## src/inc/adcseq_pkg.sv

```systemverilog
// Package for the converter control block: register map, fields, timing
package adcseq_pkg;

    // Register offsets, byte addresses on the plain register port
    localparam logic [7:0] ADDR_CTRL0 = 8'h00;
    localparam logic [7:0] ADDR_CTRL1 = 8'h04;
    localparam logic [7:0] ADDR_CTRL2 = 8'h08;
    localparam logic [7:0] ADDR_DELAY = 8'h0c;
    localparam logic [7:0] ADDR_RES_HI = 8'h10;
    localparam logic [7:0] ADDR_RES_LO = 8'h14;
    localparam logic [7:0] ADDR_PINSEL = 8'h18;
    localparam logic [7:0] ADDR_CODE = 8'h1c;

    // CTRL0 fields
    localparam int C0_CHAN_LSB = 0;
    localparam int C0_START = 4;
    localparam int C0_BUSY = 5;
    localparam int C0_PWR = 6;
    localparam int C0_IRQ_EN = 7;
    localparam int C0_GIE = 8;
    localparam int C0_IRQ_FLAG = 9;

    // CTRL1 fields
    localparam int C1_DIV_LSB = 0;
    localparam int C1_INSIG_LSB = 3;

    // CTRL2 fields
    localparam int C2_REFSRC_LSB = 0;
    localparam int C2_AMP_EN = 2;
    localparam int C2_GAIN_LSB = 3;
    localparam int C2_AMP_IN = 5;
    localparam int C2_TRIG_SRC = 6;
    localparam int C2_DLY_EN = 7;
    localparam int C2_FORMAT = 8;

    // Reset values
    localparam logic [9:0] CTRL0_RESET = 10'h000;
    localparam logic [5:0] CTRL1_RESET = 6'h00;
    localparam logic [8:0] CTRL2_RESET = 9'h000;
    localparam logic [7:0] DELAY_RESET = 8'h00;

    // Reference source codes
    localparam logic [1:0] REF_SUPPLY = 2'h0;
    localparam logic [1:0] REF_EXT_PIN = 2'h1;

    // Internal signal codes
    localparam logic [2:0] INSIG_NONE = 3'h0;
    localparam logic [2:0] INSIG_OPAMP = 3'h1;
    localparam logic [2:0] INSIG_SUPPLY = 3'h2;
    localparam logic [2:0] INSIG_HALF_SUPPLY = 3'h3;
    localparam logic [2:0] INSIG_VREF = 3'h4;
    localparam logic [2:0] INSIG_HALF_VREF = 3'h5;
    localparam logic [3:0] LAST_EXT_CHANNEL = 4'ha;

    // Analog selector one-hot positions for internal sources
    localparam int SRC_OPAMP = 0;
    localparam int SRC_SUPPLY = 1;
    localparam int SRC_HALF_SUPPLY = 2;
    localparam int SRC_VREF = 3;
    localparam int SRC_HALF_VREF = 4;
    localparam int SRC_GROUND = 5;

    // Conversion timing in converter clock periods
    localparam int SAMPLE_PERIODS = 4;
    localparam int CONVERT_PERIODS = 12;
    localparam int TOTAL_PERIODS = SAMPLE_PERIODS + CONVERT_PERIODS;

    typedef enum logic [1:0] {
        ADCSEQ_IDLE = 2'b00,
        ADCSEQ_DELAY = 2'b01,
        ADCSEQ_SAMPLE = 2'b10,
        ADCSEQ_CONVERT = 2'b11
    } adcseq_state_e;

endpackage : adcseq_pkg

```

## src/hdl/adcseq_top.sv

```systemverilog
// Converter control: reference, input selection, conversion sequencing
//
// Our own choices: the register offsets and the plain strobed port.
module adcseq_top #(
    parameter int NUM_PINS = 11,
    parameter int DELAY_WIDTH = 8
) (
    // Clock and reset
    input wire logic clock_in,
    input wire logic rst_in,
    // Register port
    input wire logic [7:0] addr_in,
    input wire logic [31:0] wdata_in,
    input wire logic write_in,
    input wire logic read_in,
    output logic [31:0] rdata_out,
    // Trigger and converter core
    input wire logic pwm_event_in,
    input wire logic [11:0] core_code_in,
    // Analog switch controls
    output logic [1:0] ref_source_sel_out,
    output logic ext_ref_pin_connect_out,
    output logic ext_amp_ref_pin_connect_out,
    output logic ref_amp_enable_out,
    output logic [1:0] ref_amp_gain_sel_out,
    output logic ref_amp_input_sel_out,
    output logic [NUM_PINS-1:0] ext_channel_connect_out,
    output logic [5:0] internal_source_connect_out,
    output logic converter_power_out,
    output logic core_sample_out,
    output logic core_convert_out,
    // Pin sharing overrides
    output logic [NUM_PINS-1:0] pin_analog_out,
    output logic [NUM_PINS-1:0] pin_pullup_off_out,
    // Interrupt
    output logic conv_irq_out
);
    import adcseq_pkg::*;

    logic [9:0] ctrl0;
    logic [5:0] ctrl1;
    logic [8:0] ctrl2;
    logic [DELAY_WIDTH-1:0] trigger_delay_count;
    logic [NUM_PINS-1:0] pin_analog_sel;
    logic [7:0] result_high_byte;
    logic [7:0] result_low_byte;
    logic [11:0] last_code;
    logic conv_busy_flag;
    logic conv_irq_flag;
    adcseq_state_e state;
    logic [6:0] div_count;
    logic [3:0] period_count;
    logic [DELAY_WIDTH-1:0] delay_count;
    logic start_prev;
    logic start_pulse;
    logic trigger;
    logic adc_tick;
    logic done;
    logic [2:0] internal_signal_sel;
    logic [3:0] external_channel_sel;
    logic [1:0] ref_source_sel;
    logic result_format_sel;
    logic trigger_source_sel;
    logic delayed_start_enable;
    logic converter_power_enable;

    function automatic logic [6:0] div_mask(input logic [2:0] sel);
        div_mask = 7'((8'h01 << sel) - 8'h01);
    endfunction : div_mask

    function automatic logic is_write(input logic [7:0] a,
                                      input logic [7:0] target,
                                      input logic wr);
        is_write = wr && (a == target);
    endfunction : is_write

    assign internal_signal_sel = ctrl1[C1_INSIG_LSB +: 3];
    assign external_channel_sel = ctrl0[C0_CHAN_LSB +: 4];
    assign ref_source_sel = ctrl2[C2_REFSRC_LSB +: 2];
    assign result_format_sel = ctrl2[C2_FORMAT];
    assign trigger_source_sel = ctrl2[C2_TRIG_SRC];
    assign delayed_start_enable = ctrl2[C2_DLY_EN];
    assign converter_power_enable = ctrl0[C0_PWR];

    // Start fires on the falling half of the software pulse
    assign start_pulse = start_prev && !ctrl0[C0_START];
    assign trigger = converter_power_enable && (trigger_source_sel ?
        pwm_event_in : start_pulse);
    assign adc_tick = (div_count == div_mask(ctrl1[C1_DIV_LSB +: 3]));
    assign done = (state == ADCSEQ_CONVERT) && adc_tick &&
        (period_count == 4'(CONVERT_PERIODS - 1));

    // Control registers; software writes load every bit, busy and irq flag read back from hardware
    always_ff @(posedge clock_in or posedge rst_in) begin
        if (rst_in) begin
            ctrl0 <= CTRL0_RESET;
            ctrl1 <= CTRL1_RESET;
            ctrl2 <= CTRL2_RESET;
            trigger_delay_count <= '0;
            pin_analog_sel <= '0;
        end else begin
            if (is_write(addr_in, ADDR_CTRL0, write_in)) begin
                ctrl0 <= wdata_in[9:0];
            end
            if (is_write(addr_in, ADDR_CTRL1, write_in)) begin
                ctrl1 <= wdata_in[5:0];
            end
            if (is_write(addr_in, ADDR_CTRL2, write_in)) begin
                ctrl2 <= wdata_in[8:0];
            end
            if (is_write(addr_in, ADDR_DELAY, write_in)) begin
                trigger_delay_count <= wdata_in[DELAY_WIDTH-1:0];
            end
            if (is_write(addr_in, ADDR_PINSEL, write_in)) begin
                pin_analog_sel <= wdata_in[NUM_PINS-1:0];
            end
        end
    end

    always_ff @(posedge clock_in or posedge rst_in) begin
        if (rst_in) begin
            start_prev <= 1'b0;
        end else begin
            start_prev <= ctrl0[C0_START];
        end
    end

    // Sequencer
    always_ff @(posedge clock_in or posedge rst_in) begin
        if (rst_in) begin
            state <= ADCSEQ_IDLE;
            div_count <= '0;
            period_count <= '0;
            delay_count <= '0;
        end else if (!converter_power_enable) begin
            state <= ADCSEQ_IDLE;
            div_count <= '0;
            period_count <= '0;
        end else begin
            div_count <= adc_tick ? 7'h00 : 7'(div_count + 7'h01);
            case (state)
                ADCSEQ_IDLE: begin
                    if (trigger) begin
                        div_count <= '0;
                        period_count <= '0;
                        // A zero count means no extra wait
                        if (trigger_source_sel && delayed_start_enable &&
                            trigger_delay_count != '0) begin
                            delay_count <= trigger_delay_count;
                            state <= ADCSEQ_DELAY;
                        end else begin
                            state <= ADCSEQ_SAMPLE;
                        end
                    end
                end
                ADCSEQ_DELAY: begin
                    div_count <= '0;
                    if (delay_count == DELAY_WIDTH'(1)) begin
                        state <= ADCSEQ_SAMPLE;
                    end else begin
                        delay_count <= delay_count - DELAY_WIDTH'(1);
                    end
                end
                ADCSEQ_SAMPLE: begin
                    if (adc_tick) begin
                        if (period_count == 4'(SAMPLE_PERIODS - 1)) begin
                            period_count <= '0;
                            state <= ADCSEQ_CONVERT;
                        end else begin
                            period_count <= period_count + 4'h1;
                        end
                    end
                end
                ADCSEQ_CONVERT: begin
                    if (adc_tick) begin
                        if (done) begin
                            period_count <= '0;
                            state <= ADCSEQ_IDLE;
                        end else begin
                            period_count <= period_count + 4'h1;
                        end
                    end
                end
                default: begin
                    state <= ADCSEQ_IDLE;
                end
            endcase
        end
    end

    // Busy and result
    always_ff @(posedge clock_in or posedge rst_in) begin
        if (rst_in) begin
            conv_busy_flag <= 1'b0;
            last_code <= '0;
        end else if (!converter_power_enable) begin
            conv_busy_flag <= 1'b0;
        end else if (state == ADCSEQ_IDLE && trigger) begin
            conv_busy_flag <= 1'b1;
        end else if (done) begin
            conv_busy_flag <= 1'b0;
            last_code <= core_code_in;
        end
    end

    // Core output is already a 12-bit code with the offset transfer curve
    always_comb begin
        if (result_format_sel) begin
            result_high_byte = {4'h0, last_code[11:8]};
            result_low_byte = last_code[7:0];
        end else begin
            result_high_byte = last_code[11:4];
            result_low_byte = {last_code[3:0], 4'h0};
        end
    end

    // Set wins over a software clear in the same cycle
    always_ff @(posedge clock_in or posedge rst_in) begin
        if (rst_in) begin
            conv_irq_flag <= 1'b0;
        end else if (done) begin
            conv_irq_flag <= 1'b1;
        end else if (is_write(addr_in, ADDR_CTRL0, write_in) &&
                     !wdata_in[C0_IRQ_FLAG]) begin
            conv_irq_flag <= 1'b0;
        end
    end

    // Read port
    always_ff @(posedge clock_in or posedge rst_in) begin
        if (rst_in) begin
            rdata_out <= '0;
        end else if (read_in) begin
            case (addr_in)
                ADDR_CTRL0: rdata_out <= 32'({conv_irq_flag, ctrl0[8:6],
                    conv_busy_flag, ctrl0[4:0]});
                ADDR_CTRL1: rdata_out <= 32'(ctrl1);
                ADDR_CTRL2: rdata_out <= 32'(ctrl2);
                ADDR_DELAY: rdata_out <= 32'(trigger_delay_count);
                ADDR_RES_HI: rdata_out <= 32'(result_high_byte);
                ADDR_RES_LO: rdata_out <= 32'(result_low_byte);
                ADDR_PINSEL: rdata_out <= 32'(pin_analog_sel);
                ADDR_CODE: rdata_out <= 32'(last_code);
                default: rdata_out <= '0;
            endcase
        end else begin
            rdata_out <= '0;
        end
    end

    // Analog switch controls, registered
    always_ff @(posedge clock_in or posedge rst_in) begin
        if (rst_in) begin
            ref_source_sel_out <= REF_SUPPLY;
            ext_ref_pin_connect_out <= 1'b0;
            ext_amp_ref_pin_connect_out <= 1'b0;
            ref_amp_enable_out <= 1'b0;
            ref_amp_gain_sel_out <= '0;
            ref_amp_input_sel_out <= 1'b0;
            converter_power_out <= 1'b0;
            core_sample_out <= 1'b0;
            core_convert_out <= 1'b0;
            conv_irq_out <= 1'b0;
        end else begin
            ref_source_sel_out <= ref_source_sel;
            ext_ref_pin_connect_out <= (ref_source_sel == REF_EXT_PIN);
            // Amp pin feeds only an amplifier whose output is in use
            ext_amp_ref_pin_connect_out <= ref_source_sel[1] &&
                !ctrl2[C2_AMP_IN] && ctrl2[C2_AMP_EN];
            ref_amp_enable_out <= ctrl2[C2_AMP_EN];
            ref_amp_gain_sel_out <= ctrl2[C2_GAIN_LSB +: 2];
            ref_amp_input_sel_out <= ctrl2[C2_AMP_IN];
            converter_power_out <= converter_power_enable;
            core_sample_out <= (state == ADCSEQ_SAMPLE);
            core_convert_out <= (state == ADCSEQ_CONVERT);
            conv_irq_out <= conv_irq_flag && ctrl0[C0_IRQ_EN] &&
                ctrl0[C0_GIE];
        end
    end

    // Input multiplexer
    always_ff @(posedge clock_in or posedge rst_in) begin
        if (rst_in) begin
            ext_channel_connect_out <= '0;
            internal_source_connect_out <= '0;
        end else begin
            ext_channel_connect_out <= '0;
            internal_source_connect_out <= '0;
            case (internal_signal_sel)
                INSIG_NONE: begin
                    if (external_channel_sel <= LAST_EXT_CHANNEL) begin
                        ext_channel_connect_out[external_channel_sel]
                            <= 1'b1;
                    end
                end
                INSIG_OPAMP: internal_source_connect_out[SRC_OPAMP]
                    <= 1'b1;
                INSIG_SUPPLY: internal_source_connect_out[SRC_SUPPLY]
                    <= 1'b1;
                INSIG_HALF_SUPPLY:
                    internal_source_connect_out[SRC_HALF_SUPPLY] <= 1'b1;
                INSIG_VREF: internal_source_connect_out[SRC_VREF]
                    <= 1'b1;
                INSIG_HALF_VREF:
                    internal_source_connect_out[SRC_HALF_VREF] <= 1'b1;
                default: internal_source_connect_out[SRC_GROUND]
                    <= 1'b1;
            endcase
        end
    end

    // Pin sharing: analog function overrides direction and pull-high
    always_ff @(posedge clock_in or posedge rst_in) begin
        if (rst_in) begin
            pin_analog_out <= '0;
            pin_pullup_off_out <= '0;
        end else begin
            pin_analog_out <= pin_analog_sel;
            pin_pullup_off_out <= pin_analog_sel;
        end
    end
endmodule : adcseq_top

```

## config.mk

```make
export PLATFORM = sky130hd
export DESIGN_NAME = adcseq_top
export DESIGN_NICKNAME = d
export VERILOG_FILES = /design/src/inc/adcseq_pkg.sv /design/src/hdl/adcseq_top.sv
export SDC_FILE = /design/constraint.sdc
export NUM_CORES = 1
export LEC_CHECK = 0
export BUFFER_PORTS_ARGS = -buffer_cell sky130_fd_sc_hd__buf_2
export CORE_AREA = 3 3 115 117
export DETAILED_ROUTE_END_ITERATION = 16
export DIE_AREA = 0 0 118 120
export PLACE_DENSITY_LB_ADDON = 0.15
export SYNTH_ARGS = -nofsm -noshare
export SYNTH_HDL_FRONTEND = slang
export SYNTH_SLANG_ARGS = --single-unit
```

## constraint.sdc

```tcl
create_clock -name clock_in -period 3.9 [get_ports clock_in]
set_input_delay 0.585 -clock clock_in [delete_from_list [all_inputs] [get_ports clock_in]]
set_output_delay 0.585 -clock clock_in [all_outputs]
set_load 0.02 [all_outputs]
```

==> results.sh, run 1 <==
export IMPL_vias=4318
export IMPL_hold_buffers=0
export IMPL_dp_cells=780
export IMPL_place_congestion=0.874
export IMPL_crit_fanout=13
export IMPL_pwr_density_cell_nw_per_um2=474
export IMPL_slew_headroom=0.412
export IMPL_setup_violations=0
export IMPL_core_region_area_um2=12500
export IMPL_ys_warn_count=0
export IMPL_clk_path_buf_depth=2
export IMPL_grtUsageTotal=0.209
export IMPL_cp_data_required_time_ns=4.22
export IMPL_rsz0062_at_grt="no"
export IMPL_firstDrtPassIters=4
export IMPL_drive_gt1_frac=0.313
export IMPL_min_path_type="primary input to asynchronous set/reset pin"
export IMPL_syn_inst=535
export IMPL_drt_iter0_markers=383
export IMPL_grt_start_max_net_pins=68
export IMPL_finalNonFillerCells=812
export IMPL_dpl_hpwl_mm=10.2
export IMPL_ys_flop_type="dfrtp_1"
export IMPL_grt_ovfl_total=0
export IMPL_peakVddDrop_uv=378
export IMPL_grt_pass1_vias=4234
export IMPL_nFillCells=1062
export IMPL_drt_total_wl_mm=14.1
export IMPL_clock_sinks=130
export IMPL_fin_crit_sh=0.772
export IMPL_syn_area_um2=6020
export IMPL_wl_per_cell_um=17.4
export IMPL_synth_top_area_frac=0.540
export IMPL_die_height_um=120
export IMPL_ys_seq_area_frac=0.540
export IMPL_antenna_left=0
export IMPL_tightestPinTransition_ns=0.881
export IMPL_clk_latency_ns=0.42
export IMPL_die_w_um=118
export IMPL_final_setup_tns_ns=0
export IMPL_ctsResizeCount=0
export IMPL_antenna_found_initial=0
export IMPL_io_buffers=98
export IMPL_total_leakage_power_nw=3.60
export IMPL_start_util=0.483
export IMPL_status="completed"
export IMPL_skew_ns=0.00585
export IMPL_crit_path_end_kind="flop"
export IMPL_seqCellArea_um2=3250
export IMPL_netlist_top_cells_count="dfrtp_1, mux2_2, nor2_1"
export IMPL_maxCapViolCount=0
export IMPL_fin_nets=693
export IMPL_multi_input_area_um2=2470
export IMPL_die_area_um2=14200
export IMPL_syn2layout_area_growth_pct=19.4
export IMPL_cts_buffers=17
export IMPL_async_reset_ff_frac=1.00
export IMPL_reg2reg_depth=9
export IMPL_postCtsSetupRepairBufs=0
export IMPL_synthDominantAreaCellType="dfrtp_1"
export IMPL_syn_avg_cell_area_um2=11.3
export IMPL_crit_arrival_ns=3.33
export IMPL_synthDistinctLibCells=61
export IMPL_root_buffer="clkbuf_16"
export IMPL_cts_max_level=4
export IMPL_row_count=41
export IMPL_path_class="flop to flop"
export IMPL_synth_area_leaders="dfrtp_1, mux2_2, buf_4"
export IMPL_ys_ff_latch=130
export IMPL_slew_violations=0
export IMPL_holdWs_ns=0.342
export IMPL_viasPerCell=5.32
export IMPL_hold_viol=0
export IMPL_io_pins=140
export IMPL_drc_errors=0
export IMPL_cp_start_kind="flop"
export IMPL_clkTransAtPathRegs_ns=0.06
export IMPL_yosysMostFrequentCell="dfrtp_1"
export IMPL_utilization=0.577
export IMPL_fmax_mhz=332
export IMPL_fin_crit_ns=3.01
export IMPL_synth_edff_count=0
export IMPL_diodes=0
export IMPL_grt_first_pass_wirelength_mm=22.8
export IMPL_cts_tree="yes"
## layer usage
metal  global-route usage  wire (um)  vias up
met1                0.272       6240     2136
met3               0.0580        723       19
met2                0.342       6980      128
met5                    0          0        -
li1                     -          -     2035
met4               0.0703        202        0
## layout make-up
class / instances / share of cell area
Sequential cell: 130 / 0.452
Multi-Input combinational cell: 361 / 0.343
Timing Repair Buffer: 105 / 0.0772
Clock buffer: 23 / 0.0664
Tap cell: 172 / 0.0299
Clock inverter: 9 / 0.0245
Inverter: 12 / 0.00678
## final timing paths
| check | end | slack, ns | start |
|---|---|---|---|
| max | period_count[3]$_DFFE_PP0P_ | 0.89 | ctrl1[1]$_DFFE_PP0P_ |
| min | last_code[3]$_DFFE_PP0P_ | 0.34 | rst_in |
| max reg2reg | period_count[3]$_DFFE_PP0P_ | 0.89 | ctrl1[1]$_DFFE_PP0P_ |
| min reg2reg | ref_amp_gain_sel_out[0]$_DFF_PP0_ | 0.41 | ctrl2[3]$_DFFE_PP0P_ |
| max in group asynchronous | div_count[6]$_DFF_PP0_ | 2.75 | rst_in |
| min in group clock_in | last_code[11]$_DFFE_PP0P_ | 0.38 | core_code_in[11] |
## kinds of logic after synthesis
logic type / after synthesis / share of synthesized area
buffers and inverters: 63 / 0.0621
adders and majority gates: 9 / 0.0187
DFF: 130 / 0.540
AOI/OAI and AO/OA: 84 / 0.0950
and+or+nand+nor: 168 / 0.141
muxes: 71 / 0.130
other: 1 / 0.000623
xor gates and xnor gates: 9 / 0.0131
## power by group
part	total (mW)	switching (mW)	internal [mW]
registers	1.43	0.0383	1.39
clock network	1.75	0.562	1.18
logic	0.239	0.153	0.0859
total	3.41	0.753	2.66
## critical path: stages, from the launching register on
cell,delay [ns]
dfrtp_1,0.52
or3_4,0.44
ha_1,0.28
xor2_1,0.19
xnor2_1,0.15
o311ai_1,0.14
a21o_1,0.22
a211o_1,0.35
or3b_4,0.42
o31ai_2,0.18
## state kept, by name, indices dropped and copies added, names as in the netlist, 2 cells and up
register	flops
ctrl2	9
state	2
ctrl1	6
ref_amp_gain_sel_out	2
period_count	4
rdata_out	12
internal_source_connect_out	6
trigger_delay_count	8
pin_pullup_off_out	11
ctrl0	8
div_count	7
pin_analog_sel	11
ext_channel_connect_out	11
delay_count	8
ref_source_sel_out	2
last_code	12
## cell usage in the layout (no fill, tap or decap), types with 5 or more instances in the layout
cell / n
xor2_1: 5
a21oi_1: 22
o21ai_0: 12
and2_1: 5
nor3_1: 10
nor3b_1: 6
buf_2: 98
a22oi_1: 8
nand2b_1: 9
nand2_1: 41
bufinv_16: 5
dfrtp_1: 130
nor2_1: 49
inv_1: 11
nand3_1: 12
a221oi_1: 5
conb_1: 20
nor4_1: 8
clkbuf_16: 17
o22a_1: 7
a31oi_1: 10
mux2i_1: 15
ha_1: 9
buf_4: 6
mux2_2: 56
## through the flow
stage	power, mW	cell area, um^2	setup WS [ns]
finish	3.41	7190	0.890
global route	3.54	7190	0.646
CTS	3.44	7190	0.899
detailed placement	1.69	6540	0.925
global placement	1.68	6540	0.999
floorplan	1.62	6100	1.17
Note: power is estimated with default switching activity, not from simulation.
==> run 2, diff against run 1 <==
--- a/config.mk
+++ b/config.mk
@@ -6,9 +6,9 @@
 export NUM_CORES = 1
 export LEC_CHECK = 0
 export BUFFER_PORTS_ARGS = -buffer_cell sky130_fd_sc_hd__buf_2
-export CORE_AREA = 3 3 115 117
+export CORE_AREA = 3 3 110 112
 export DETAILED_ROUTE_END_ITERATION = 16
-export DIE_AREA = 0 0 118 120
+export DIE_AREA = 0 0 113 115
 export PLACE_DENSITY_LB_ADDON = 0.15
 export SYNTH_ARGS = -nofsm -noshare
 export SYNTH_HDL_FRONTEND = slang
==> constraint.sdc (replaced) <==
create_clock -name clock_in -period 3.05 [get_ports clock_in]
set_input_delay 0.4575 -clock clock_in [delete_from_list [all_inputs] [get_ports clock_in]]
set_output_delay 0.4575 -clock clock_in [all_outputs]
set_load 0.02 [all_outputs]
==> results.sh, run 2 (synthesis results as in run 1) <==
export IMPL_cp_data_required_time_ns=3.38
export IMPL_place_congestion=0.925
export IMPL_drt_iter0_markers=305
export IMPL_total_leakage_power_nw=3.57
export IMPL_ctsResizeCount=0
export IMPL_clkTransAtPathRegs_ns=0.06
export IMPL_core_region_area_um2=11300
export IMPL_reg2reg_depth=9
export IMPL_slew_violations=0
export IMPL_grt_ovfl_total=0
export IMPL_crit_arrival_ns=3.14
export IMPL_die_height_um=115
export IMPL_cp_start_kind="flop"
export IMPL_fin_crit_ns=2.82
export IMPL_fin_crit_sh=0.923
export IMPL_power_switching_mw=0.979
export IMPL_intPower_mw=3.03
export IMPL_vias=4384
export IMPL_maxCapViolCount=0
export IMPL_root_buffer="clkbuf_16"
export IMPL_die_w_um=113
export IMPL_grt_start_max_net_pins=131
export IMPL_grt_most_used_layer="met2"
export IMPL_layout_setup_ws_ns=0.234
export IMPL_finalNonFillerCells=787
export IMPL_status="completed"
export IMPL_rsz0062_at_grt="no"
export IMPL_grt_use_met1=0.284
export IMPL_firstDrtPassIters=5
export IMPL_holdWs_ns=0.220
export IMPL_crit_path_end_kind="flop"
export IMPL_dp_cells=755
export IMPL_diodes=0
export IMPL_start_util=0.532
export IMPL_grt_pass1_vias=4317
export IMPL_comb_power_share=0.078
export IMPL_hold_buffers=0
export IMPL_fmax_mhz=355
export IMPL_dpl_hpwl_mm=9.76
export IMPL_wl_per_cell_um=17.3
export IMPL_grtUsageMet2=0.354
export IMPL_min_path_type="primary input to asynchronous set/reset pin"
export IMPL_slew_headroom=0.541
export IMPL_clk_path_buf_depth=2
export IMPL_io_buffers=98
export IMPL_viasPerCell=5.57
export IMPL_postCtsSetupRepairBufs=0
export IMPL_nFillCells=912
export IMPL_hold_viol=0
export IMPL_skew_ns=0.00420
export IMPL_grtUsageTotal=0.221
export IMPL_io_pins=140
export IMPL_peakVddDrop_uv=448
export IMPL_crit_fanout=6
export IMPL_path_class="flop to flop"
export IMPL_cts_tree="yes"
export IMPL_pre_cts_slack_ns=0.257
export IMPL_grt_first_pass_wirelength_mm=21.9
export IMPL_syn2layout_area_growth_pct=17.9
export IMPL_cts_buffers=17
export IMPL_clock_sinks=130
export IMPL_antenna_found_initial=0
export IMPL_final_setup_tns_ns=0
export IMPL_setup_violations=0
export IMPL_seqPwrFrac=0.454
export IMPL_swShare=0.244
export IMPL_drc_errors=0
export IMPL_antenna_left=0
export IMPL_drt_total_wl_mm=13.6
export IMPL_fin_nets=697
export IMPL_reg_largest_list="last_code (12), rdata_out (12)"
export IMPL_clkPwrFrac=0.468
export IMPL_die_area_um2=13000
export IMPL_pwr_density_cell_nw_per_um2=564
export IMPL_mostFrequentLayoutCells="dfrtp_1, buf_2, mux2_2"
export IMPL_grt_use_met3=0.0695
export IMPL_row_count=39
export IMPL_tightestPinTransition_ns=0.688
export IMPL_layout_commonest_cell="dfrtp_1"
export IMPL_cts_max_level=4
export IMPL_clk_latency_ns=0.42
export IMPL_drive_gt1_frac=0.318
## run 2: changes by cell type in the layout (fill, tap and decap cells not counted), moves of 2 or more
cell        delta
bufinv_16      -4
buf_4          +3
clkinvlp_4     +3
inv_6          +3
clkbuf_8       -2
clkinv_2       +2
## run 2: power by group through the flow
| stage | Combinational (mW) | Clock (mW) | Sequential (mW) |
|---|---|---|---|
| CTS | 0.314 | 1.91 | 1.82 |
| detailed placement | 0.312 | 0 | 1.85 |
| finish | 0.312 | 1.88 | 1.82 |
| floorplan | 0.214 | 0 | 1.86 |
| global route | 0.342 | 2.00 | 1.82 |
| global placement | 0.305 | 0 | 1.84 |
## run 2: path summary, 6_finish.rpt
path	end	slack [ns]	from
worst max-delay path	period_count[3]$_DFFE_PP0P_	0.23	ctrl1[0]$_DFFE_PP0P_
worst min-delay path	internal_source_connect_out[2]$_DFF_PP0_	0.22	rst_in
worst max register to register	period_count[3]$_DFFE_PP0P_	0.23	ctrl1[0]$_DFFE_PP0P_
worst min register to register	ref_amp_gain_sel_out[0]$_DFF_PP0_	0.41	ctrl2[3]$_DFFE_PP0P_
max in group asynchronous	pin_pullup_off_out[1]$_DFF_PP0_	2.30	rst_in
min in group clock_in	last_code[11]$_DFFE_PP0P_	0.26	core_code_in[11]
## run 2: stage by stage
| stage | power, mW | util | instance area (um^2) |
|---|---|---|---|
| floorplan | 2.07 | - | 6100 |
| global placement | 2.15 | 0.578 | 6550 |
| detailed placement | 2.16 | 0.578 | 6550 |
| CTS | 4.04 | 0.627 | 7100 |
| global route | 4.16 | 0.627 | 7100 |
| finish | 4.01 | 0.627 | 7100 |
## run 2: final cells by class
cell class	instances	area, um^2	share of cell area
multi-input cells	361	2470	0.347
inverters	12	48.8	0.00687
clock inverters	12	106	0.0150
repair buffers	109	598	0.0843
clock buffers	20	447	0.0629
well taps	143	179	0.0252
flip-flops and latches	130	3250	0.458
## run 2: critical path, cell delays in order (launching register included)
cell and delay [ns]:
dfrtp_1 0.37, or3_4 0.40, ha_1 0.28, xor2_1 0.23
xnor2_1 0.14, o311ai_1 0.14, a21o_1 0.22, a211o_1 0.34
or3b_4 0.42, o31ai_2 0.18
## run 2: layer usage
layer,vias up,wire length (um)
li1,2045,-
met1,2139,5860
met2,168,6530
met3,32,853
met4,0,341
met5,-,0
==> run 3, diff against run 2 <==
--- a/config.mk
+++ b/config.mk
@@ -9,7 +9,7 @@
 export CORE_AREA = 3 3 110 112
 export DETAILED_ROUTE_END_ITERATION = 16
 export DIE_AREA = 0 0 113 115
-export PLACE_DENSITY_LB_ADDON = 0.15
+export PLACE_DENSITY = 0.82
 export SYNTH_ARGS = -nofsm -noshare
 export SYNTH_HDL_FRONTEND = slang
 export SYNTH_SLANG_ARGS = --single-unit
==> results.sh, run 3 (synthesis results as in run 1) <==
export IMPL_wl_per_cell_um=18.1
export IMPL_crit_path_end_kind="flop"
export IMPL_path_cells="or3_4 > ha_1 > xor2_1 > xnor2_1 > o311ai_1 > a21o_1 > a211o_1 > or3b_4 > o31ai_2"
export IMPL_io_pins=140
export IMPL_fmax_mhz=356
export IMPL_core_region_area_um2=11300
export IMPL_maxCapViolCount=0
export IMPL_postCtsSetupRepairBufs=0
export IMPL_drc_errors=0
export IMPL_grtUsageMet2=0.377
export IMPL_grt_most_used_layer="met2"
export IMPL_setup_violations=0
export IMPL_fin_nets=698
export IMPL_crit_fanout=6
export IMPL_r2r_end="period_count[3]$_DFFE_PP0P_"
export IMPL_clk_path_buf_depth=2
export IMPL_reg_largest_list="last_code (12), rdata_out (12)"
export IMPL_die_area_um2=13000
export IMPL_cts_max_level=4
export IMPL_total_leakage_power_nw=3.59
export IMPL_seqCellArea_um2=3250
export IMPL_start_util=0.532
export IMPL_grtUsageTotal=0.232
export IMPL_slowest_stage="or3b_4"
export IMPL_ctsResizeCount=0
export IMPL_final_setup_tns_ns=0
export IMPL_r2r_start="ctrl1[0]$_DFFE_PP0P_"
export IMPL_cts_buffers=17
export IMPL_root_buffer="clkbuf_16"
export IMPL_clock_sinks=130
export IMPL_grt_pass1_vias=4538
export IMPL_cp_data_required_time_ns=3.38
export IMPL_crit_start="ctrl1[0]$_DFFE_PP0P_"
export IMPL_drive_gt1_frac=0.319
export IMPL_skew_ns=0.00685
export IMPL_layout_commonest_cell="dfrtp_1"
export IMPL_nFillCells=882
export IMPL_holdWs_ns=0.240
export IMPL_io_buffers=98
export IMPL_slowest_delay_ns=0.43
export IMPL_peakVddDrop_uv=520
export IMPL_dpl_hpwl_mm=10.2
export IMPL_slew_violations=0
export IMPL_viasPerCell=5.69
export IMPL_firstDrtPassIters=5
export IMPL_multi_input_area_um2=2470
export IMPL_fin_crit_sh=0.921
export IMPL_grt_ovfl_total=0
export IMPL_grt_use_met3=0.0716
export IMPL_rrSetupSlack_ns=0.24
export IMPL_clk_latency_ns=0.42
export IMPL_tightestPinTransition_ns=0.963
export IMPL_drt_iter0_markers=389
export IMPL_drt_total_wl_mm=14.3
export IMPL_place_congestion=0.957
export IMPL_clkTransAtPathRegs_ns=0.06
export IMPL_antenna_left=0
export IMPL_die_height_um=115
export IMPL_min_path_type="primary input to asynchronous set/reset pin"
export IMPL_pwr_density_cell_nw_per_um2=575
export IMPL_status="completed"
export IMPL_crit_arrival_ns=3.14
export IMPL_grt_start_max_net_pins=47
export IMPL_utilization=0.630
export IMPL_rsz0062_at_grt="no"
export IMPL_mostFrequentLayoutCells="dfrtp_1, buf_2, mux2_2"
export IMPL_antenna_found_initial=0
export IMPL_cp_start_kind="flop"
export IMPL_reg2reg_depth=9
export IMPL_die_w_um=113
export IMPL_hold_viol=0
export IMPL_grt_first_pass_wirelength_mm=23.0
export IMPL_slew_headroom=0.357
export IMPL_path_class="flop to flop"
export IMPL_grt_use_met1=0.287
export IMPL_vias=4485
export IMPL_diodes=0
export IMPL_row_count=39
export IMPL_hold_buffers=0
export IMPL_syn2layout_area_growth_pct=18.4
export IMPL_fin_crit_ns=2.81
export IMPL_cts_tree="yes"
==> run 3: changes by cell type in the layout (fill, tap and decap cells not counted) <==
cell	previous run	this run
buf_4	9	10
bufinv_16	1	2
clkinv_2	4	3
clkinv_4	0	3
clkinvlp_4	5	4
inv_6	3	1
==> run 3: worst max-delay path by stage <==
stage,endpoint,slack (ns)
6_report,period_count[3]$_DFFE_PP0P_,0.24
3_3_place_gp,last_code[5]$_DFFE_PP0P_,0.37
2_1_floorplan,last_code[0]$_DFFE_PP0P_,0.32
4_1_cts,period_count[3]$_DFFE_PP0P_,0.25
3_5_place_dp,period_count[2]$_DFFE_PP0P_,0.30
5_1_grt,period_count[3]$_DFFE_PP0P_,0.08
==> run 3: layer usage <==
layer	routed length, um	vias up
met4	385	0
li1	-	2046
met2	7030	181
met3	1000	31
met1	5860	2227
met5	0	-
==> run 3: power breakdown <==
part	total (mW)	switching, mW	internal (mW)	leakage (nW)
clock	1.97	0.745	1.22	0.276
sequential	1.82	0.0454	1.77	1.79
combinational	0.316	0.202	0.114	1.52
total	4.10	0.992	3.11	3.59
==> run 3: cell type report <==
cell class | instances | area share
clock buffers | 20 | 0.0626
clock inverters | 12 | 0.0186
inverters | 12 | 0.00684
multi-input cells | 361 | 0.346
flip-flops and latches | 130 | 0.456
well taps | 143 | 0.0251
repair buffers | 110 | 0.0849
==> run 3: metrics by stage <==
| step | instances | total power, mW | instance area [um^2] | worst slack (ns) |
|---|---|---|---|---|
| detailed placement | 756 | 2.16 | 6550 | 0.302 |
| finish | 788 | 4.10 | 7130 | 0.240 |
| CTS | 788 | 4.14 | 7130 | 0.253 |
| global route | 788 | 4.26 | 7130 | 0.0816 |
| global placement | 756 | 2.15 | 6550 | 0.366 |
| floorplan | 554 | 2.07 | 6100 | 0.322 |
==> run 3: worst max-delay path: cells and delay by family (launching register included) <==
family / cells / cell delay, ns
AOI/OAI and AO/OA: 4 / 0.89
and+or+nand+nor: 2 / 0.83
DFF: 1 / 0.37
xor gates and xnor gates: 2 / 0.35
adders and majority gates: 1 / 0.28
